--- src/inc/clkgen_cfg_pkg.sv ---
/*
  Package for the input-mux and output-pair-0/1 configuration bank.
  It holds the register indices, field positions, reset values, field
  encodings and the packed carriers that leave the bank.
  It assumes a serial front end that delivers 16-bit register accesses
  already decoded to a register index.
*/
package clkgen_cfg_pkg;

  // register access geometry
  localparam int unsigned REG_W  = 16;
  localparam int unsigned ADDR_W = 16;

  // register indices as printed
  localparam logic [15:0] INPUT_SELECT_CONFIG_IDX  = 16'h0004;
  localparam logic [15:0] OUTPUT_PAIR0_CONTROL_IDX = 16'h0005;
  localparam logic [15:0] OUTPUT_PAIR0_DIVIDER_IDX = 16'h0006;

  // input_select_config field positions
  localparam int unsigned PULSE_SHAPE_LSB   = 14;
  localparam int unsigned AUTO_MANUAL_BIT   = 13;
  localparam int unsigned MANUAL_CHOICE_BIT = 12;
  localparam int unsigned PRI_DIV_LSB       = 8;
  localparam int unsigned SEC_BUF_LSB       = 6;
  localparam int unsigned SEC_ON_BIT        = 5;
  localparam int unsigned PRI_BUF_LSB       = 3;
  localparam int unsigned PRI_ON_BIT        = 2;
  localparam int unsigned SEC_RAIL_BIT      = 1;
  localparam int unsigned PRI_RAIL_BIT      = 0;

  // output_pair0_control field positions
  localparam int unsigned OUT1_DRV_LSB   = 7;
  localparam int unsigned OUT1_STATE_LSB = 5;
  localparam int unsigned OUT0_DRV_LSB   = 3;
  localparam int unsigned OUT0_STATE_LSB = 1;
  localparam int unsigned OUT01_RAIL_BIT = 0;

  // output_pair0_divider field position
  localparam int unsigned OUT01_DIV_LSB = 0;

  // writable bits; reserved bits are dropped and read back as zero
  localparam logic [15:0] INPUT_SELECT_CONFIG_WMASK  = 16'hffff;
  localparam logic [15:0] OUTPUT_PAIR0_CONTROL_WMASK = 16'h01ff;
  localparam logic [15:0] OUTPUT_PAIR0_DIVIDER_WMASK = 16'h00ff;

  // values after reset: pulse shape 00, supplies at the 1.8 V code
  localparam logic [15:0] INPUT_SELECT_CONFIG_RST  = 16'h0000;
  localparam logic [15:0] OUTPUT_PAIR0_CONTROL_RST = 16'h0000;
  localparam logic [15:0] OUTPUT_PAIR0_DIVIDER_RST = 16'h0000;

  // encodings
  typedef enum logic [1:0] {
    SHAPE_NONE    = 2'h0,
    SHAPE_DELAY   = 2'h1,
    SHAPE_RESHAPE = 2'h2,
    SHAPE_BOTH    = 2'h3
  } pulse_shape_t;

  typedef enum logic [1:0] {
    BUF_CML    = 2'h0,
    BUF_LVDS   = 2'h1,
    BUF_LVCMOS = 2'h2,
    BUF_XTAL   = 2'h3
  } buffer_kind_t;

  typedef enum logic [1:0] {
    DRV_LVDS = 2'h0,
    DRV_CML  = 2'h1,
    DRV_PECL = 2'h2
  } driver_kind_t;

  typedef enum logic [1:0] {
    OUT_OFF     = 2'h0,
    OUT_CLOCK   = 2'h1,
    OUT_STATIC0 = 2'h2,
    OUT_STATIC1 = 2'h3
  } output_state_t;

  // rail level code: 0 is 1.8 V, 1 is 2.5/3.3 V
  localparam logic RAIL_1V8 = 1'b0;

  // controls towards the reference path
  typedef struct packed {
    logic         delay_on;
    logic         reshape_on;
    logic         manual_mode;
    logic         use_secondary;
    logic [4:0]   primary_divide_ratio;
    buffer_kind_t primary_buffer_type;
    logic         primary_input_on;
    logic         primary_rail_level;
    buffer_kind_t secondary_buffer_type;
    logic         secondary_input_on;
    logic         secondary_rail_level;
  } input_ctrl_t;

  // controls towards one output driver
  typedef struct packed {
    driver_kind_t  driver_type;
    output_state_t output_state;
  } out_ctrl_t;

  // controls shared by output channels 0 and 1
  typedef struct packed {
    out_ctrl_t  out0;
    out_ctrl_t  out1;
    logic       rail_level;
    logic [8:0] divide_ratio;
  } out01_ctrl_t;

endpackage
--- src/hdl/cfg_word.sv ---
/*
  One 16-bit configuration register with a fixed index, a write mask
  and a value after reset.
  It assumes the caller qualifies wr_en with the access mode.
*/
`timescale 1ns/1ps
module cfg_word
  import clkgen_cfg_pkg::*;
#(
  parameter logic [15:0] INDEX   = 16'h0000,
  parameter logic [15:0] WMASK   = 16'hffff,
  parameter logic [15:0] RST_VAL = 16'h0000
) (
  input  wire logic              mclk,
  input  wire logic              rst_n,
  input  wire logic              wr_en,
  input  wire logic [ADDR_W-1:0] addr,
  input  wire logic [REG_W-1:0]  wdata,
  output logic                   hit,
  output logic      [REG_W-1:0]  q
);

  logic [REG_W-1:0] word_r;

  assign hit = (addr == INDEX);
  assign q   = word_r;

  // keeps the last written value; reserved bits never store
  always_ff @(posedge mclk) begin
    if (!rst_n) begin
      word_r <= RST_VAL;
    end else if (wr_en && hit) begin
      word_r <= wdata & WMASK;
    end
  end

endmodule

--- src/hdl/input_mux_out01_cfg.sv ---
/*
  Configuration bank for the reference smart multiplexer, the two input
  buffers and the driver, supply and shared divider of output channels
  0 and 1. Holds three registers and turns their fields into registered
  control levels for the analog blocks.
  Every control level leaves a flip-flop one edge after the stored
  word changes. Divider ratios are carried as field plus one so the
  analog side never decodes a zero. Reserved bits are not stored and
  read back as zero. The pin-programmed presets live elsewhere; here
  a low serial_mode only locks the bank.
  Assumes the serial front end hands over single-cycle register
  accesses synchronous to mclk, and that the reference-select pin is
  already synchronous to mclk.
*/
`timescale 1ns/1ps
module input_mux_out01_cfg
  import clkgen_cfg_pkg::*;
(
  input  wire logic              mclk,
  input  wire logic              rst_n,
  input  wire logic              serial_mode,
  input  wire logic              reg_wr,
  input  wire logic              reg_rd,
  input  wire logic [ADDR_W-1:0] reg_addr,
  input  wire logic [REG_W-1:0]  reg_wdata,
  input  wire logic              ref_sel_pin,
  output logic      [REG_W-1:0]  reg_rdata,
  output logic                   reg_rvalid,
  output logic                   reg_unmapped,
  output input_ctrl_t            input_ctrl,
  output out01_ctrl_t            out01_ctrl,
  output logic                   auto_inputs_ready
);

  // access qualification
  logic             wr_ok;
  logic             rd_ok;
  logic             hit_in;
  logic             hit_ctl;
  logic             hit_div;
  logic [REG_W-1:0] in_q;
  logic [REG_W-1:0] ctl_q;
  logic [REG_W-1:0] div_q;

  // registered outputs, plus the decoded next values of the two control words
  logic [REG_W-1:0] rdata_r;
  logic             rvalid_r;
  logic             unmapped_r;
  input_ctrl_t      input_ctrl_r;
  input_ctrl_t      input_ctrl_nxt;
  out01_ctrl_t      out01_ctrl_r;
  out01_ctrl_t      out01_ctrl_nxt;
  logic             auto_ready_r;

  // helper terms shared by the processes below
  logic             any_hit;
  logic             any_access;
  logic             pin_secondary;
  logic             auto_ok;

  // fields of input_select_config
  logic [1:0] refmux_pulse_shape;
  logic       refmux_auto_manual;
  logic       refmux_manual_choice;
  logic [3:0] primary_input_divider;
  logic [1:0] secondary_buffer_type;
  logic       secondary_input_on;
  logic [1:0] primary_buffer_type;
  logic       primary_input_on;
  logic       secondary_rail_level;
  logic       primary_rail_level;

  // fields of output_pair0_control and output_pair0_divider
  logic [1:0] out1_driver_type;
  logic [1:0] out1_output_state;
  logic [1:0] out0_driver_type;
  logic [1:0] out0_output_state;
  logic       out01_rail_level;
  logic [7:0] out01_integer_divider;

  // pin-programmed mode locks the bank against serial traffic
  assign wr_ok = reg_wr && serial_mode;
  assign rd_ok = reg_rd && serial_mode;
  assign any_access = wr_ok || rd_ok;

  // the three registers
  cfg_word #(
    .INDEX   (INPUT_SELECT_CONFIG_IDX),
    .WMASK   (INPUT_SELECT_CONFIG_WMASK),
    .RST_VAL (INPUT_SELECT_CONFIG_RST)
  ) u_input_select_config (
    .mclk  (mclk),
    .rst_n (rst_n),
    .wr_en (wr_ok),
    .addr  (reg_addr),
    .wdata (reg_wdata),
    .hit   (hit_in),
    .q     (in_q)
  );

  cfg_word #(
    .INDEX   (OUTPUT_PAIR0_CONTROL_IDX),
    .WMASK   (OUTPUT_PAIR0_CONTROL_WMASK),
    .RST_VAL (OUTPUT_PAIR0_CONTROL_RST)
  ) u_output_pair0_control (
    .mclk  (mclk),
    .rst_n (rst_n),
    .wr_en (wr_ok),
    .addr  (reg_addr),
    .wdata (reg_wdata),
    .hit   (hit_ctl),
    .q     (ctl_q)
  );

  cfg_word #(
    .INDEX   (OUTPUT_PAIR0_DIVIDER_IDX),
    .WMASK   (OUTPUT_PAIR0_DIVIDER_WMASK),
    .RST_VAL (OUTPUT_PAIR0_DIVIDER_RST)
  ) u_output_pair0_divider (
    .mclk  (mclk),
    .rst_n (rst_n),
    .wr_en (wr_ok),
    .addr  (reg_addr),
    .wdata (reg_wdata),
    .hit   (hit_div),
    .q     (div_q)
  );

  // an index outside the three words answers as unmapped
  assign any_hit = hit_in || hit_ctl || hit_div;

  // field extraction from the stored words
  assign refmux_pulse_shape    = in_q[PULSE_SHAPE_LSB +: 2];
  assign refmux_auto_manual    = in_q[AUTO_MANUAL_BIT];
  assign refmux_manual_choice  = in_q[MANUAL_CHOICE_BIT];
  assign primary_input_divider = in_q[PRI_DIV_LSB +: 4];
  assign secondary_buffer_type = in_q[SEC_BUF_LSB +: 2];
  assign secondary_input_on    = in_q[SEC_ON_BIT];
  assign primary_buffer_type   = in_q[PRI_BUF_LSB +: 2];
  assign primary_input_on      = in_q[PRI_ON_BIT];
  assign secondary_rail_level  = in_q[SEC_RAIL_BIT];
  assign primary_rail_level    = in_q[PRI_RAIL_BIT];
  assign out1_driver_type      = ctl_q[OUT1_DRV_LSB +: 2];
  assign out1_output_state     = ctl_q[OUT1_STATE_LSB +: 2];
  assign out0_driver_type      = ctl_q[OUT0_DRV_LSB +: 2];
  assign out0_output_state     = ctl_q[OUT0_STATE_LSB +: 2];
  assign out01_rail_level      = ctl_q[OUT01_RAIL_BIT];
  assign out01_integer_divider = div_q[OUT01_DIV_LSB +: 8];

  // the secondary needs both the manual choice and the pin
  assign pin_secondary = refmux_manual_choice && ref_sel_pin;

  // both buffers powered while the mux is in auto mode
  assign auto_ok = !refmux_auto_manual && primary_input_on && secondary_input_on;

  // driver code to driver kind; both low codes mean LVDS
  // the internal kind codes are packed, not the register codes
  function automatic driver_kind_t drv_decode(input logic [1:0] code);
    driver_kind_t kind;
    kind = DRV_LVDS;
    unique case (code)
      2'h0, 2'h1: kind = DRV_LVDS;
      2'h2:       kind = DRV_CML;
      2'h3:       kind = DRV_PECL;
    endcase
    return kind;
  endfunction

  // reference path decode
  // decoded once here so both analog controls switch on one edge
  always_comb begin
    input_ctrl_nxt = '0;
    // bit 1 of the code reshapes, bit 0 delays
    unique case (pulse_shape_t'(refmux_pulse_shape))
      SHAPE_NONE: begin
        input_ctrl_nxt.delay_on   = 1'b0;
        input_ctrl_nxt.reshape_on = 1'b0;
      end
      SHAPE_DELAY: begin
        input_ctrl_nxt.delay_on   = 1'b1;
        input_ctrl_nxt.reshape_on = 1'b0;
      end
      SHAPE_RESHAPE: begin
        input_ctrl_nxt.delay_on   = 1'b0;
        input_ctrl_nxt.reshape_on = 1'b1;
      end
      SHAPE_BOTH: begin
        input_ctrl_nxt.delay_on   = 1'b1;
        input_ctrl_nxt.reshape_on = 1'b1;
      end
    endcase
    input_ctrl_nxt.manual_mode = refmux_auto_manual;
    // auto mode owns the choice, so the manual bit is masked off there
    if (refmux_auto_manual) begin
      input_ctrl_nxt.use_secondary = pin_secondary;
    end else begin
      input_ctrl_nxt.use_secondary = 1'b0;
    end
    input_ctrl_nxt.primary_divide_ratio = {1'b0, primary_input_divider} + 5'h01;
    input_ctrl_nxt.secondary_buffer_type = buffer_kind_t'(secondary_buffer_type);
    input_ctrl_nxt.secondary_input_on    = secondary_input_on;
    // the primary buffer has no crystal mode: 11 aliases onto LVCMOS
    if (primary_buffer_type == 2'h3) begin
      input_ctrl_nxt.primary_buffer_type = BUF_LVCMOS;
    end else begin
      input_ctrl_nxt.primary_buffer_type = buffer_kind_t'(primary_buffer_type);
    end
    input_ctrl_nxt.primary_input_on     = primary_input_on;
    input_ctrl_nxt.primary_rail_level   = primary_rail_level;
    input_ctrl_nxt.secondary_rail_level = secondary_rail_level;
  end

  // output pair decode
  // channels 0 and 1 share the rail bit and the divider
  always_comb begin
    out01_ctrl_nxt = '0;
    out01_ctrl_nxt.out0.driver_type  = drv_decode(out0_driver_type);
    out01_ctrl_nxt.out1.driver_type  = drv_decode(out1_driver_type);
    out01_ctrl_nxt.out0.output_state = output_state_t'(out0_output_state);
    out01_ctrl_nxt.out1.output_state = output_state_t'(out1_output_state);
    // one rail bit for both channels; reset code is 1.8 V
    out01_ctrl_nxt.rail_level = out01_rail_level;
    out01_ctrl_nxt.divide_ratio = {1'b0, out01_integer_divider} + 9'h001;
  end

  // reference controls are registered so the analog side sees no glitch
  always_ff @(posedge mclk) begin
    if (!rst_n) begin
      input_ctrl_r <= '0;
      // a zero field means divide-by-1, so the carried ratio is one
      input_ctrl_r.primary_divide_ratio <= 5'h01;
    end else begin
      input_ctrl_r <= input_ctrl_nxt;
    end
  end

  // output pair controls
  always_ff @(posedge mclk) begin
    if (!rst_n) begin
      out01_ctrl_r <= '0;
      // same reasoning as the primary ratio: zero field is divide-by-1
      out01_ctrl_r.divide_ratio <= 9'h001;
    end else begin
      out01_ctrl_r <= out01_ctrl_nxt;
    end
  end

  // auto selection is only safe with both buffers powered; the host
  // must arrange that, this flag just reports it
  always_ff @(posedge mclk) begin
    if (!rst_n) begin
      auto_ready_r <= 1'b0;
    end else begin
      auto_ready_r <= auto_ok;
    end
  end

  // read path: one cycle after the request, reserved bits as zero
  always_ff @(posedge mclk) begin
    if (!rst_n) begin
      rdata_r    <= 16'h0000;
      rvalid_r   <= 1'b0;
      unmapped_r <= 1'b0;
    end else begin
      rvalid_r   <= rd_ok;
      unmapped_r <= any_access && !any_hit;
      // a read beside a write returns the old word, since q is the stored value
      if (rd_ok) begin
        unique case (1'b1)
          hit_in:  rdata_r <= in_q;
          hit_ctl: rdata_r <= ctl_q;
          hit_div: rdata_r <= div_q;
          default: rdata_r <= 16'h0000;
        endcase
      end
    end
  end

  assign reg_rdata         = rdata_r;
  assign reg_rvalid        = rvalid_r;
  assign reg_unmapped      = unmapped_r;
  assign input_ctrl        = input_ctrl_r;
  assign out01_ctrl        = out01_ctrl_r;
  assign auto_inputs_ready = auto_ready_r;

endmodule

--- config.mk ---
export PLATFORM = sky130hd
export DESIGN_NAME = input_mux_out01_cfg
export DESIGN_NICKNAME = d
export VERILOG_FILES = /design/src/inc/clkgen_cfg_pkg.sv /design/src/hdl/cfg_word.sv /design/src/hdl/input_mux_out01_cfg.sv
export SDC_FILE = /design/constraint.sdc
export NUM_CORES = 1
export LEC_CHECK = 0
export BUFFER_PORTS_ARGS = -buffer_cell sky130_fd_sc_hd__buf_2
export CAP_MARGIN = 20
export CORE_MARGIN = 1
export CORE_UTILIZATION = 52
export CTS_CLUSTER_SIZE = 28
export DETAILED_ROUTE_END_ITERATION = 10
export HOLD_SLACK_MARGIN = 0.05
export PLACE_DENSITY_LB_ADDON = 0.12
export SYNTH_ARGS = -nofsm -noshare
export SYNTH_HDL_FRONTEND = slang
export SYNTH_HIERARCHICAL = 1
export SYNTH_SLANG_ARGS = --single-unit
--- constraint.sdc ---
create_clock -name mclk -period 2 [get_ports mclk]
set_input_delay 0.4 -clock mclk [delete_from_list [all_inputs] [get_ports mclk]]
set_output_delay 0.4 -clock mclk [all_outputs]
set_load 0.05 [all_outputs]
==> impl_metrics.ini, run 1 <==
[status]
outcome = finished, violations left
violations = DRC

[finish]
fillers = 563
n_antenna_cell = 0
design_area_sq_um = 4160
multi_input_area_sq_um = 1520
syn_to_final_growth_pct = 19.1
regArea_sq_um = 1740
nets = 487
drive_gt1_share_pct = 28.3
final_cell_count_no_fill = 529

[global_route]
grt_pass1_vias = 2389
grt_use_met3_pct = 3.56
antenna_found_initial = 0
grt-busiest-layer = met2
grt_max_degree = 71
grt-ovfl-total = 0
grt_use_total_pct = 21.0
grtUsageMet2_pct = 34.2
grt_first_pass_wirelength_um = 11400
use_met1_pct = 27.6

[critical_path]
timing.critical_path.to_type = register
rrSetupSlack_ns = 0.62
critical_path_arrival_ns = 1.83
crit_path_start = reg_addr[4]
crit_required_ns = 2.27
worstPathMaxFanout = 16
r2r-end = out01_ctrl[7]
start_kind = input port
path_class = in2reg
regToRegStartpoint = u_output_pair0_divider/q[4]
r2r.worst_path.cells = 3

[timing]
rsz0062_at_grt = false
hold_violations = 0
fin_setup_tns_ns = 0
setup_viol_count_final = 0
fmax_mhz = 642
drv_slew = 0
finClkSkew_ns = 0.00467
fin_crit_sh_pct = 77.9
timing.final.crit_period_ns = 1.56
whs_ns = 0.280

[power]
comb_power_share_pct = 4.1
p_leak_nw = 1.79
p_switching_uw = 688
peakVddDrop_mv = 0.380
p_seq_share_pct = 51.4
clockPowerShare_pct = 44.5
p_int_mw = 2.68
power_density_nw_per_um2 = 811
swShare_pct = 20.4

[cts]
cts_setup_buffers = 0
tritoncts = yes
insertion_delay_ns = 0.34
clkSinkCount = 87
htreeDepth = 3
post_cts_resized = 0
clkTransAtPathRegs_ns = 0.08
numCtsBuffers = 9
cts.path.max_buffers = 2
holdBufCountCts = 0
root_buffer = clkbuf_8

[detailed_routing]
remaining_drc_errors = 13
wirelength_um = 7200
drtAntennaViolNets = 0
dr.first_iter.drc_count = 200
firstDrtPassIters = 11
viasPerCell = 5.21
vias = 2758
post_drt_wl_per_cell_um = 13.6

[placed_design]
hpwl_um = 4920
dpl-instance-area_sq_um = 3900
dp_cells = 513
globalplace.congestion = 0.751
io_buffers = 91

[synthesis]
synth_warnings = 6
yosys.area.top_type = dfxtp_1
syn_inst = 360
syn_area_sq_um = 3490
synth.most_common_cell = nand2_1
synthTopCellsByArea = dfxtp_1 (50%), nand2_1 (9.9%), mux2i_1 (9.8%)
synthArstFlopShare_pct = 0
yosysUniqueCellTypes = 34
avgSynthCellArea_sq_um = 9.69
synthFlopType = dfxtp_1
synth-seq-cells = 87
synth_top_area_share_pct = 49.9
synth_edf_count = 0
synth-seq-area-share_pct = 49.9
synth_common_cells = nand2_1 (92), dfxtp_1 (87), mux2i_1 (34), and2_1 (18)

[floorplanning]
die_area_sq_um = 7040
placementRows = 29
io_pins = 92
die_w_um = 83.9
die_h_um = 83.9
start_util_pct = 54.3
coreArea_sq_um = 6420

[worst_hold_path]
hold_end = input_ctrl[13]
hp-class = in2reg
min_path_cells = 2
hold_start = ref_sel_pin

[flow_run]
max-cap-violations = 0
==> metrics by stage <==
step	total power [mW]	setup slack (ns)	util, %
finish	3.37	0.443	64.7
CTS	3.39	0.457	64.7
global placement	1.91	0.141	60.7
global route	3.49	0.298	64.7
detailed placement	1.91	0.0949	60.7
floorplan	1.86	0.300	-
==> state kept, by name, indices dropped and copies added (netlist names) <==
name                      flops
reg_rvalid                    1
reg_rdata                    16
u_output_pair0_divider/q      8
out01_ctrl                   18
input_ctrl                   17
u_output_pair0_control/q      9
auto_inputs_ready             1
u_input_select_config/q      16
reg_unmapped                  1
==> final cells by class <==
class	count	share of cell area, %
Timing Repair Buffer	100	12.9
Multi-Input combinational cell	248	36.7
Sequential cell	87	41.9
Clock buffer	11	3.64
Clock inverter	5	2.50
Tap cell	77	2.32
Inverter	1	0.0903
==> per-layer routing <==
layer | vias up | part of all wire, %
li1 | 1383 | -
met1 | 1274 | 46
met2 | 91 | 47
met3 | 10 | 4.9
met4 | 0 | 1.5
met5 | - | 0
==> how the worst max path moves through the flow <==
stage                                        to  depth (start not counted)
floorplan                         reg_rdata[11]                          7
detailed placement  u_input_select_config/q[12]                          6
finish               u_input_select_config/q[2]                          6
CTS                 u_input_select_config/q[12]                          6
global placement                   reg_rdata[1]                          6
global route        u_input_select_config/q[12]                          6
==> worst max-delay path: stages <==
cell and delay (ns):
buf_2 0.11, nor4_1 0.28, and4_1 0.27, buf_4 0.15
and2_4 0.35, mux2i_1 0.26
==> cells in the final DEF, fill, tap and decap left out, types with 9 or more instances in the layout <==
cell / netlist / layout
nand2_1: 92 / 92
o21ai_1: 10 / 10
clkbuf_8: 0 / 11
buf_2: 4 / 91
conb_1: 2 / 15
mux2i_1: 34 / 34
and2_1: 18 / 18
nor2_1: 9 / 9
a222oi_1: 16 / 16
dfxtp_1: 87 / 87
==> cell families (layout without fill, tap and decap cells) <==
family,after synthesis,count (layout),share of synthesized area [%]
xor gates and xnor gates,5,5,1.26
adders and majority gates,2,2,0.717
DFF,87,87,49.9
other,2,15,0.215
AOI/OAI and AO/OA,38,38,8.07
buffers and inverters,38,117,7.82
muxes,34,34,9.75
and+or+nand+nor,154,154,22.3
==> power by group through the flow <==
stage | registers [mW] | logic, mW | clock network [mW]
floorplan | 1.78 | 0.0788 | 0
global placement | 1.77 | 0.134 | 0
detailed placement | 1.77 | 0.137 | 0
CTS | 1.73 | 0.137 | 1.52
global route | 1.73 | 0.153 | 1.60
finish | 1.73 | 0.137 | 1.50
Note: power is estimated with default switching activity, not from simulation.
==> run 2, diff against run 1 <==
==> constraint.sdc (replaced) <==
create_clock -name mclk -period 1.6 [get_ports mclk]
set_input_delay 0.32 -clock mclk [delete_from_list [all_inputs] [get_ports mclk]]
set_output_delay 0.32 -clock mclk [all_outputs]
set_load 0.05 [all_outputs]
==> run 2 against run 1 <==
Critical path type unchanged. Clock power about the same. Critical path depth is the same. Sequential power increased by 25%. Core utilization up 0.058 points. Register-to-register slack lost 0.36 ns. The flow still finishes with violations (DRC). Global-route usage is 0.86 points higher. Die area unchanged.
==> impl_metrics.ini, run 2 (same netlist as run 1, synthesis figures left out) <==
[timing]
slew_headroom_pct = 49.9
fin_ws_ns = 0.177
rsz0062_at_grt = false
fin_crit_sh_pct = 89.0
fmax_mhz = 703
timing.final.crit_period_ns = 1.42
drv_slew = 0
finClkSkew_ns = 0.0113
setup_viol_count_final = 0
worstMarginPinSlew_ns = 0.747
hold_violations = 0

[cts]
root_buffer = clkbuf_8
clkSinkCount = 87
holdBufCountCts = 0
numCtsBuffers = 9
htreeDepth = 3
insertion_delay_ns = 0.34
tritoncts = yes
clkTransAtPathRegs_ns = 0.09
cts_setup_buffers = 0
post_cts_resized = 0
cts.path.max_buffers = 2

[status]
outcome = finished, violations left
violations = DRC

[finish]
drive_gt1_share_pct = 28.9
nets = 490
syn_to_final_growth_pct = 19.2
design_area_sq_um = 4160
largest_reg_flops = 18
layout_common_cells = nand2_1 (92), buf_2 (91), dfxtp_1 (87)
n_antenna_cell = 0
final_common_cell = nand2_1

[power]
p_seq_share_pct = 56.4
power_density_nw_per_um2 = 923
peakVddDrop_mv = 0.549
p_int_mw = 2.98
swShare_pct = 22.3
p_leak_nw = 1.78
clockPowerShare_pct = 39.1
comb_power_share_pct = 4.5
p_switching_uw = 858

[critical_path]
crit_path_start = reg_addr[12]
crit_end = u_output_pair0_control/q[2]
slowest_delay_ns = 0.31
path_class = in2reg
worstPathMaxFanout = 9
r2r-end = out01_ctrl[7]
critical_path_arrival_ns = 1.69
timing.critical_path.to_type = register
start_kind = input port
crit_chain = buf_2 -> nor4_1 -> and4_1 -> buf_4 -> and2_4 -> mux2i_1
regToRegStartpoint = u_output_pair0_divider/q[0]
slowest_stage = and4_1
crit_required_ns = 1.87
rrSetupSlack_ns = 0.26
r2r.worst_path.cells = 3

[global_route]
antenna_found_initial = 0
grt_max_degree = 77
grt-ovfl-total = 0
grt_use_total_pct = 21.8
grt_first_pass_wirelength_um = 12200
grt_pass1_vias = 2626

[floorplanning]
io_pins = 92
coreArea_sq_um = 6420
die_w_um = 83.9
die_h_um = 83.9
start_util_pct = 54.3
placementRows = 29
die_area_sq_um = 7040

[placed_design]
io_buffers = 91
globalplace.congestion = 0.735
dp_slack_ns = -0.123
hpwl_um = 5330
dpl-instance-area_sq_um = 3970

[detailed_routing]
remaining_drc_errors = 14
dr.first_iter.drc_count = 234
wirelength_um = 7450
vias = 2822
firstDrtPassIters = 8
post_drt_wl_per_cell_um = 14.0
drtAntennaViolNets = 0
viasPerCell = 5.31

[worst_hold_path]
hp-class = in2reg
hold_start = ref_sel_pin
min_path_cells = 2

[flow_run]
max-cap-violations = 0
[run 2: worst min-delay path by stage]
stage                      to
6_report       input_ctrl[13]
5_1_grt        input_ctrl[13]
4_1_cts        input_ctrl[13]
3_5_place_dp    input_ctrl[8]
3_3_place_gp    input_ctrl[8]
2_1_floorplan   input_ctrl[8]
[run 2: area by class of cell]
cell class	instances	area, sq um
inverter	1	3.75
timing repair buffer	103	596
clock inverter	5	56.3
sequential	87	1740
fill	552	2260
tap	77	96.3
multi-input combinational	248	1530
clock buffer	10	138
[run 2: per-stage QoR]
step	total power, mW	setup TNS [ns]	util, %	hold WS [ns]	std cells
2_1_floorplan	2.32	0	-	0.400	373
3_3_place_gp	2.38	-0.983	61.8	0.435	516
3_5_place_dp	2.39	-2.65	61.8	0.438	516
4_1_cts	3.86	0	64.8	0.205	531
5_1_grt	3.99	0	64.8	0.211	531
6_report	3.84	0	64.8	0.211	531
[run 2: metal layers]
layer	wire length, um	part of all wire, %	GRT usage, %
met5	0	0	0
met4	85	1.1	7.52
met3	399	5.4	3.66
met2	3420	46	36.0
met1	3540	48	29.0
[run 2: worst max-delay path, delay by kind of cell]
| kind | cells | cell delay (ns) |
|---|---|---|
| and+or+nand+nor | 3 | 0.87 |
| buffers and inverters | 2 | 0.29 |
| muxes | 1 | 0.21 |
[run 2: power groups by stage]
stage	logic (mW)	registers, mW	clock network [mW]
6_report	0.173	2.17	1.50
5_1_grt	0.193	2.17	1.63
4_1_cts	0.172	2.17	1.52
3_5_place_dp	0.171	2.22	0
3_3_place_gp	0.166	2.22	0
2_1_floorplan	0.0985	2.23	0
